<file path="config.mk">
export PLATFORM = sky130hd
export DESIGN_NAME = krtc_core
export DESIGN_NICKNAME = d
export VERILOG_FILES = /design/src/design/krtc_pkg.sv /design/src/design/krtc_core.sv
export SDC_FILE = /design/constraint.sdc
export NUM_CORES = 1
export LEC_CHECK = 0
export ABC_AREA = 1
export BUFFER_PORTS_ARGS = -buffer_cell sky130_fd_sc_hd__buf_2
export CAP_MARGIN = 10
export CORE_MARGIN = 8
export CORE_UTILIZATION = 59
export DETAILED_ROUTE_END_ITERATION = 8
export PLACE_DENSITY = 0.83
export SLEW_MARGIN = 0
export SYNTH_ARGS = -nofsm -noshare
export SYNTH_HDL_FRONTEND = slang
export SYNTH_SLANG_ARGS = --single-unit
</file>
<file path="constraint.sdc">
create_clock -name mclk -period 2.59 [get_ports mclk]
set_input_delay 0.518 -clock mclk [delete_from_list [all_inputs] [get_ports mclk]]
set_output_delay 0.518 -clock mclk [all_outputs]
set_load 0.03 [all_outputs]
</file>
<file path="src/design/krtc_pkg.sv">
/*
 * constants and carrier types for the keypad reset and trip clear block.
 * assumes a single 250 MHz clock and synchronous active-low reset.
 */
`default_nettype none
package krtc_pkg;
    localparam int unsigned CLK_MHZ            = 250;
    localparam int unsigned HOLD_MS            = 2000;
    localparam int unsigned HOLD_CYCLES        = HOLD_MS * 1000 * CLK_MHZ;
    localparam logic [3:0]  UDC_SAVE           = 4'h1;
    localparam logic [3:0]  UDC_CLEAR          = 4'h2;
    localparam logic [3:0]  SRC_FIELDBUS       = 4'h4;
    localparam logic [3:0]  SRC_BACNET         = 4'h6;
    localparam logic [3:0]  SRC_KEYPAD         = 4'h0;
    localparam logic [3:0]  INCFG_OFF          = 4'h0;

    typedef struct packed {
        logic up;
        logic down;
        logic start;
        logic stop;
        logic hand;
        logic auto_key;
        logic nav;
    } krtc_keys_type;

    typedef enum logic [3:0] {
        KRTC_IDLE    = 4'b0001,
        KRTC_HOLD    = 4'b0010,
        KRTC_PROMPT  = 4'b0100,
        KRTC_RELEASE = 4'b1000
    } krtc_state_type;

    typedef enum logic [1:0] {
        DISP_RUN     = 2'h0,
        DISP_PDEF    = 2'h1,
        DISP_UDEF    = 2'h2,
        DISP_FAULT   = 2'h3
    } krtc_disp_type;

    typedef struct packed {
        krtc_keys_type  keys_s1;
        krtc_keys_type  keys_s2;
        krtc_keys_type  keys_prev;
        logic           din1_s1;
        logic           din1_s2;
        logic           din1_prev;
        krtc_state_type state;
        logic           user_chord;
        logic [31:0]    hold_cnt;
        logic           user_present;
        logic           tripped;
        logic [7:0]     fault_code;
        logic           hand_mode;
        logic           save_req;
        logic           erase_req;
        logic           factory_req;
        logic           user_req;
    } krtc_regs_type;
endpackage
`default_nettype wire

</file>
<file path="src/design/krtc_core.sv">
/*
 * keypad chord interpreter: user-default store/erase, factory and user
 * restores, latched trip with multi-source clear, hand/auto selection.
 * assumes keypad and digital input pins are asynchronous (synchronised
 * here), parameter values and fieldbus/bacnet strobes come from logic on
 * mclk, and the parameter memory acts on one-cycle request pulses.
 */
`default_nettype none
// Overview of operation
// - writing 1 to user_default_command copies all parameters into the user store
// - writing 2 to user_default_command erases the user store and marks it absent
// - up+start+stop held over 2 s shows factory prompt; stop then restores factory
// - up+down+stop held over 2 s shows user prompt; stop then loads user defaults
// - user restore with no stored user set performs a factory restore instead
// - any protection event latches a trip, stops output and shows the fault while no restore prompt is displayed
// - keypad stop press clears a latched trip when no chord hold or prompt is in progress
// - input config above 0: digital input 1 off-then-on clears the trip
// - control source 4: fieldbus reset command clears the trip
// - control source 6: bacnet reset command clears the trip
// - hand selects keypad, auto selects configured source, unless access lock forbids or a chord hold or prompt is in progress
module krtc_core
    import krtc_pkg::*;
#(
    parameter int unsigned HOLD_COUNT = HOLD_CYCLES
) (
    // clock and reset
    input  wire logic          mclk,
    input  wire logic          rst_b,
    // keypad pins
    input  wire krtc_keys_type keys_pin,
    // digital input pin
    input  wire logic          din1_pin,
    // parameter values and write strobe
    input  wire logic [3:0]    user_default_command,
    input  wire logic          user_default_command_wr,
    input  wire logic [3:0]    input_config_select,
    input  wire logic [3:0]    control_source_select,
    input  wire logic          parameter_access_lock,
    // protection and remote reset strobes
    input  wire logic          protect_event,
    input  wire logic [7:0]    protect_code,
    input  wire logic          fieldbus_reset,
    input  wire logic          bacnet_reset,
    // parameter memory requests
    output logic               user_save_pulse,
    output logic               user_erase_pulse,
    output logic               factory_restore_pulse,
    output logic               user_restore_pulse,
    output logic               user_set_present,
    // drive status
    output logic               trip_latched,
    output logic               output_enable,
    output logic [7:0]         fault_code,
    output krtc_disp_type      display_mode,
    output logic [3:0]         active_source
);
    // the hold compare needs a count of at least two cycles
    if (HOLD_COUNT < 2) begin : g_bad_hold
        $error("HOLD_COUNT must be at least 2");
    end

    krtc_regs_type cur_ff;
    krtc_regs_type nxt_cur;
    krtc_keys_type k;
    krtc_keys_type kp;
    logic          stop_press;
    logic          other_press;
    logic          fac_chord;
    logic          usr_chord;

    always_comb begin
        nxt_cur = cur_ff;
        k  = cur_ff.keys_s2;
        kp = cur_ff.keys_prev;
        stop_press  = k.stop & ~kp.stop;
        other_press = (k.up & ~kp.up) | (k.down & ~kp.down) | (k.start & ~kp.start)
                    | (k.hand & ~kp.hand) | (k.auto_key & ~kp.auto_key)
                    | (k.nav & ~kp.nav);
        fac_chord = k.up & k.start & k.stop & ~k.down;
        usr_chord = k.up & k.down & k.stop & ~k.start;

        nxt_cur.keys_s1   = keys_pin;
        nxt_cur.keys_s2   = cur_ff.keys_s1;
        nxt_cur.keys_prev = cur_ff.keys_s2;
        nxt_cur.din1_s1   = din1_pin;
        nxt_cur.din1_s2   = cur_ff.din1_s1;
        nxt_cur.din1_prev = cur_ff.din1_s2;
        nxt_cur.save_req    = 1'b0;
        nxt_cur.erase_req   = 1'b0;
        nxt_cur.factory_req = 1'b0;
        nxt_cur.user_req    = 1'b0;

        if (user_default_command_wr && user_default_command == UDC_SAVE) begin
            nxt_cur.save_req     = 1'b1;
            nxt_cur.user_present = 1'b1;
        end
        if (user_default_command_wr && user_default_command == UDC_CLEAR) begin
            nxt_cur.erase_req    = 1'b1;
            nxt_cur.user_present = 1'b0;
        end

        unique case (cur_ff.state)
            KRTC_IDLE: begin
                nxt_cur.hold_cnt = '0;
                if (fac_chord || usr_chord) begin
                    nxt_cur.state      = KRTC_HOLD;
                    nxt_cur.user_chord = usr_chord;
                end
            end
            KRTC_HOLD: begin
                // chord must stay the same in up, down, start and stop for the whole hold
                if ((cur_ff.user_chord ? usr_chord : fac_chord)) begin
                    if (cur_ff.hold_cnt >= HOLD_COUNT - 1) begin
                        nxt_cur.state = KRTC_RELEASE;
                    end else begin
                        nxt_cur.hold_cnt = cur_ff.hold_cnt + 32'h0000_0001;
                    end
                end else begin
                    nxt_cur.state = KRTC_IDLE;
                end
            end
            KRTC_RELEASE: begin
                // prompt shown; wait for every key to lift before taking stop
                if (k == '0) nxt_cur.state = KRTC_PROMPT;
            end
            KRTC_PROMPT: begin
                if (other_press) begin
                    nxt_cur.state = KRTC_IDLE;
                end else if (stop_press) begin
                    nxt_cur.state = KRTC_IDLE;
                    if (cur_ff.user_chord && cur_ff.user_present) begin
                        nxt_cur.user_req = 1'b1;
                    end else begin
                        nxt_cur.factory_req = 1'b1;
                    end
                end
            end
        endcase

        // clears come first so a protection event in the same cycle still trips
        if (cur_ff.tripped) begin
            if (stop_press && cur_ff.state == KRTC_IDLE) begin
                nxt_cur.tripped = 1'b0;
            end
            if (input_config_select != INCFG_OFF && cur_ff.din1_s2
                && !cur_ff.din1_prev) begin
                nxt_cur.tripped = 1'b0;
            end
            if (control_source_select == SRC_FIELDBUS && fieldbus_reset) begin
                nxt_cur.tripped = 1'b0;
            end
            if (control_source_select == SRC_BACNET && bacnet_reset) begin
                nxt_cur.tripped = 1'b0;
            end
        end
        if (protect_event) begin
            nxt_cur.tripped    = 1'b1;
            nxt_cur.fault_code = protect_code;
        end

        if (!parameter_access_lock && cur_ff.state == KRTC_IDLE) begin
            if (k.hand & ~kp.hand) nxt_cur.hand_mode = 1'b1;
            else if (k.auto_key & ~kp.auto_key) nxt_cur.hand_mode = 1'b0;
        end
    end

    always_ff @(posedge mclk) begin
        if (!rst_b) begin
            cur_ff <= '{state: KRTC_IDLE, default: '0};
        end else begin
            cur_ff <= nxt_cur;
        end
    end

    always_comb begin
        user_save_pulse       = cur_ff.save_req;
        user_erase_pulse      = cur_ff.erase_req;
        factory_restore_pulse = cur_ff.factory_req;
        user_restore_pulse    = cur_ff.user_req;
        user_set_present      = cur_ff.user_present;
        trip_latched          = cur_ff.tripped;
        output_enable         = ~cur_ff.tripped;
        fault_code            = cur_ff.fault_code;
        active_source         = cur_ff.hand_mode ? SRC_KEYPAD : control_source_select;
        if (cur_ff.state == KRTC_PROMPT || cur_ff.state == KRTC_RELEASE) begin
            display_mode = cur_ff.user_chord ? DISP_UDEF : DISP_PDEF;
        end else if (cur_ff.tripped) begin
            display_mode = DISP_FAULT;
        end else begin
            display_mode = DISP_RUN;
        end
    end
endmodule
`default_nettype wire

</file>
======== After elaboration in Yosys (flattened, before gate mapping) ========
Index checks and enable logic that the tools add are counted.
storage, ports and cells
  logic and storage cells ................. 132
  flip-flop bits (word level) ............. 76
  input port bits ......................... 35
operators by class
  bitwise operators ....................... 31
  muxes and demuxes ....................... 27
  reductions and logical operators ........ 23
  order comparisons ....................... 1
  add/sub/neg operators ................... 1
  equal/unequal tests ..................... 14
operators with widths
  operator                 count
  $mux W32                 2
  $pmux W32 S2             1
  $add A32 B1 Y32 const B  1
  $ge A32 B29 Y1 const B   1
  $mux W4                  6
  $pmux W4 S4              1
  $and A1 B1 Y1            13
  $not A1 Y1               13
  $eq A4 B3 Y1 const B     3
  $mux W1                  12
  $logic_and A1 B1 Y1      9
  $mux W9                  1
  $eq A4 B1 Y1 const B     2
  $eq A4 B2 Y1 const B     2
  $ne A2 B2 Y1 const B     4
  $logic_not A7 Y1         1
  $mux W2                  3
  $ne A3 B3 Y1 const B     2
  $mux W5                  1
  $or A1 B1 Y1             5
  $eq A4 B4 Y1 const B     1
  $reduce_and A2 Y1        2
  $reduce_and A4 Y1        1
  $reduce_bool A2 Y1       2
  6 further kinds          8

======== Longest topological paths before layout ========
  depth in word-level cells ............... 9
  gate-level depth with buffers ........... 12

======== Worst setup path after synthesis ========
Ideal clock, no wire load.
  path type ............................... reg-to-output
  start ................................... register cur_ff[48] (netlist bit)
  end ..................................... output port display_mode[0]
  required time ........................... 2072 ps
  stages on the path, launching flop included .. 6
  arrival ................................. 1426 ps
  path slack .............................. 646 ps
  cells stage by stage .................... dfxtp_1 nor2_1 nand2_1 nor2_1 nor2_1 o21ai_0
on the way
  longest elaborated chain between the ends .. 3
ends and longest elaborated chain
  item                                          RTL line          source
  from (decl)                                   krtc_core.sv:62   krtc_regs_type cur_ff;
  from (signal assigned)                        krtc_core.sv:171  cur_ff <= nxt_cur;
  $eq A4 B3 Y1 or $eq A4 B4 Y1 (tied branches)  krtc_core.sv:185  if (cur_ff.state == KRTC_PROMPT || cur_ff.state == KRTC_RELEASE) begin
  $logic_or A1 B1 Y1 *                          krtc_core.sv:185
  $mux W2 *                                     krtc_core.sv:185
  to (decl)                                     krtc_core.sv:54   output krtc_disp_type display_mode,
Every way passes the cells marked *; elsewhere a longest branch is shown, timed or not.

======== Worst setup path after layout ========
  start ................................... register cur_ff[15] (netlist bit)
  end ..................................... register cur_ff[43] (netlist bit)
on the way
  longest elaborated chain between the ends .. 4
ends and longest elaborated chain
  item             RTL line          source
  $add A32 B1 Y32  krtc_core.sv:116  nxt_cur.hold_cnt = cur_ff.hold_cnt + 32'h0000_0001;
  $mux W32         krtc_core.sv:113  if (cur_ff.hold_cnt >= HOLD_COUNT - 1) begin
  $mux W32         krtc_core.sv:112  if ((cur_ff.user_chord ? usr_chord : fac_chord)) begin
  $pmux W32 S2     krtc_core.sv:102  unique case (cur_ff.state)
Parallel ways exist; a longest one is shown, timed or not. The select of a mux whose other input is x is not followed.
A chain may end at the register's enable or synchronous reset.

==> out/results.tsv <==
metric	value	unit
Worst Clk Skew	0.01287	ns
layout overhead on the synthesized area	10.68	%
count of nets left with antenna violations after detail routing	0	
# hold bufs at CTS	0	
highest clock rate	451.2	MHz
worst-skew pair later-pin latency	0.34	ns
post-synthesis instance area	3984	sq um
HPWL after detailed placement	6.921	mm
final hold violation count	0	
fin. max-slew vios	0	
register cell area after layout	1521	sq um
clock tree from TritonCTS	yes	
crit path capture type	flip-flop	
Hold/Removal Path Class	primary input to flip-flop	
Critical Path Fanout Max	32	
power per unit of standard cell area	699.9	nW/um^2
Detailed Routing Iterations Pass 1	5	
IO Pins	56	
mean number of vias per cell	5.164	
maximum number of pins on one net before global-route repair	35	
maximum capacitance violations	0	
synthesized area per cell	6.446	sq um
area leader, netlist	sky130_fd_sc_hd__dfxtp_1	
Total Neg Setup Slack	0	ns
Worst Tran Pin Value	0.5248	ns
number of instances in the synthesized netlist	618	
grt ovf	0	
height of the die	98.17	um
Setup Crit Path Kind	flip-flop to flip-flop	
total CTS buffers	9	
ANT cells	0	
overall die area	9637	sq um
TritonCTS Sinks	76	
number of different library cells in the post-synthesis netlist	31	
syn nets	654	
hold path cells	3	
startpoint kind of the worst setup timing path	flip-flop	
Final Core Density	65.99	%
Synth top area share	38.19	%
Post-synth top flop	sky130_fd_sc_hd__dfxtp_1	
routed wirelength normalized by instance count	12.75	um
CTS H-Tree Depth	3	
GR Util All Layers	19.75	%
run status	finished clean	
initial antenna violation count	0	
most frequent cell after synthesis	sky130_fd_sc_hd__nand2_1	
time the final worst path needs with I/O delays and setup	2.216	ns
number of global-route vias before repair	3671	
initial core utilization	59.63	%
Post-synth top cells	sky130_fd_sc_hd__nand2_1, sky130_fd_sc_hd__nor2_1, sky130_fd_sc_hd__dfxtp_1	
data required time at the worst endpoint	2.82	ns
total number of placement rows	30	
final hold slack	0.3562	ns
fraction of the cycle the final worst path needs	85.57	%
Post-CTS Setup Inserts	0	
routability congestion estimate from global placement	0.9973	
Via Count	3852	
CTS root buf	sky130_fd_sc_hd__clkbuf_8	
number of DRC markers in iteration 0	233	
Total Wirelength	9.510	mm
Post-synth ARST share	0	%
worst path arrival time	2.44	ns
number of fill cells	626	
number of synthesized flops with an enable pin	0	
largest cells by area after synthesis	sky130_fd_sc_hd__dfxtp_1, sky130_fd_sc_hd__nand2_1, sky130_fd_sc_hd__nor2_1, sky130_fd_sc_hd__nand3_1, sky130_fd_sc_hd__inv_1	
core region area	6681	sq um
RSZ-0062 raised after global routing	no	
fraction of layout instances using a drive strength above 1	13.81	%
horizontal die dimension	98.17	um
Leak Pwr	1.863	nW
total number of nets in the final design	697	
post-synthesis sequential area ratio	38.19	%
FF-to-FF path depth	10	
CTS clk-pin slew, worst paths	0.08	ns
Resized Gates After CTS	0	
Setup violations, final	0	
global-route wire length before repair	15.92	mm
DR DRC count	0	
total number of yosys warnings	0	
IO buf count	55	
multi-input logic area	2008	sq um
number of buffers on the longest clock path	2	
headroom to the max-slew limit	64.96	%
Worst VDD drop	476.3	uV
number of synthesized register bits	76	
reg-to-reg setup timing slack	0.37	ns
## power breakdown
group / switching [mW] / total, mW / internal (mW)
logic: 0.661 / 0.874 / 0.213
registers: 0.0615 / 1.30 / 1.24
clock network: 0.438 / 0.910 / 0.471
total: 1.16 / 3.09 / 1.93
## cell families after synthesis
logic type	Yosys count	synth area share, %
buf+inv	101	11.40
fa+ha+maj	1	0.3140
compound gates	53	6.721
xor+xnor	15	3.298
simple gates	372	40.08
flops	76	38.19
## per-layer routing
| layer | wire length, um | vias up | track usage (%) |
|---|---|---|---|
| li1 | - | 1995 | - |
| met2 | 4622 | 120 | 34.51 |
| met4 | 151 | 0 | 6.848 |
| met1 | 4126 | 1719 | 22.62 |
| met3 | 609 | 18 | 5.334 |
| met5 | 0 | - | 0 |
## stage by stage
stage / area [sq um] / instances / setup WS, ns / power (mW)
floorplan: 3984 / 618 / 0.6460 / 2.070
global placement: 4209 / 730 / 0.4877 / 2.169
detailed placement: 4209 / 730 / 0.3924 / 2.202
CTS: 4409 / 746 / 0.3675 / 3.109
global route: 4409 / 746 / 0.1196 / 3.249
finish: 4409 / 746 / 0.3737 / 3.086
## flip-flops by register name (all words and copies together), names as in the netlist
register and count:
user_erase_pulse 1, fault_code 8, factory_restore_pulse 1, user_restore_pulse 1, user_save_pulse 1, user_set_present 1
cur_ff 62, trip_latched 1
## cell usage in the layout, fill, tap and decap left out, types with 3 or more instances in the layout
| cell type | Yosys | final |
|---|---|---|
| sky130_fd_sc_hd__nor2_2 | 4 | 4 |
| sky130_fd_sc_hd__buf_4 | 8 | 3 |
| sky130_fd_sc_hd__clkbuf_8 | 0 | 10 |
| sky130_fd_sc_hd__buf_2 | 0 | 55 |
| sky130_fd_sc_hd__clkinv_2 | 0 | 3 |
| sky130_fd_sc_hd__nand2_1 | 168 | 168 |
| sky130_fd_sc_hd__nand3_1 | 54 | 54 |
| sky130_fd_sc_hd__o21ai_0 | 16 | 16 |
| sky130_fd_sc_hd__nor3_1 | 6 | 6 |
| sky130_fd_sc_hd__nor2_1 | 115 | 115 |
| sky130_fd_sc_hd__nand4_1 | 8 | 8 |
| sky130_fd_sc_hd__inv_1 | 71 | 71 |
| sky130_fd_sc_hd__dfxtp_1 | 76 | 76 |
| sky130_fd_sc_hd__a21oi_1 | 36 | 36 |
| sky130_fd_sc_hd__xor2_1 | 9 | 9 |
| sky130_fd_sc_hd__xnor2_1 | 6 | 6 |
## worst paths after layout
path	startpoint	to
setup reg to reg	cur_ff[15]	cur_ff[43]
hold / removal	keys_pin[5]	cur_ff[74]
setup / recovery	cur_ff[15]	cur_ff[43]
hold reg to reg	cur_ff[71]	cur_ff[64]
## worst max-delay path, stage by stage, from the launching register on
cell,delay [ns]
sky130_fd_sc_hd__dfxtp_1,0.43
sky130_fd_sc_hd__ha_1,0.29
sky130_fd_sc_hd__nand3_2,0.15
sky130_fd_sc_hd__nor2_2,0.18
sky130_fd_sc_hd__nand2_1,0.07
sky130_fd_sc_hd__nand3_1,0.08
sky130_fd_sc_hd__nand2_2,0.07
sky130_fd_sc_hd__nand2_4,0.29
sky130_fd_sc_hd__nand2_4,0.31
sky130_fd_sc_hd__nand2_1,0.16
sky130_fd_sc_hd__a21oi_1,0.07
## cell type report
| class | count | share of cell area, % |
|---|---|---|
| clock inverters | 6 | 1.419 |
| well taps | 80 | 2.270 |
| clock buffers | 10 | 3.121 |
| flip-flops and latches | 76 | 34.51 |
| inverters | 75 | 6.385 |
| multi-input cells | 441 | 45.54 |
| repair buffers | 58 | 6.754 |
No activity file was read; power rests on OpenSTA's default activity.
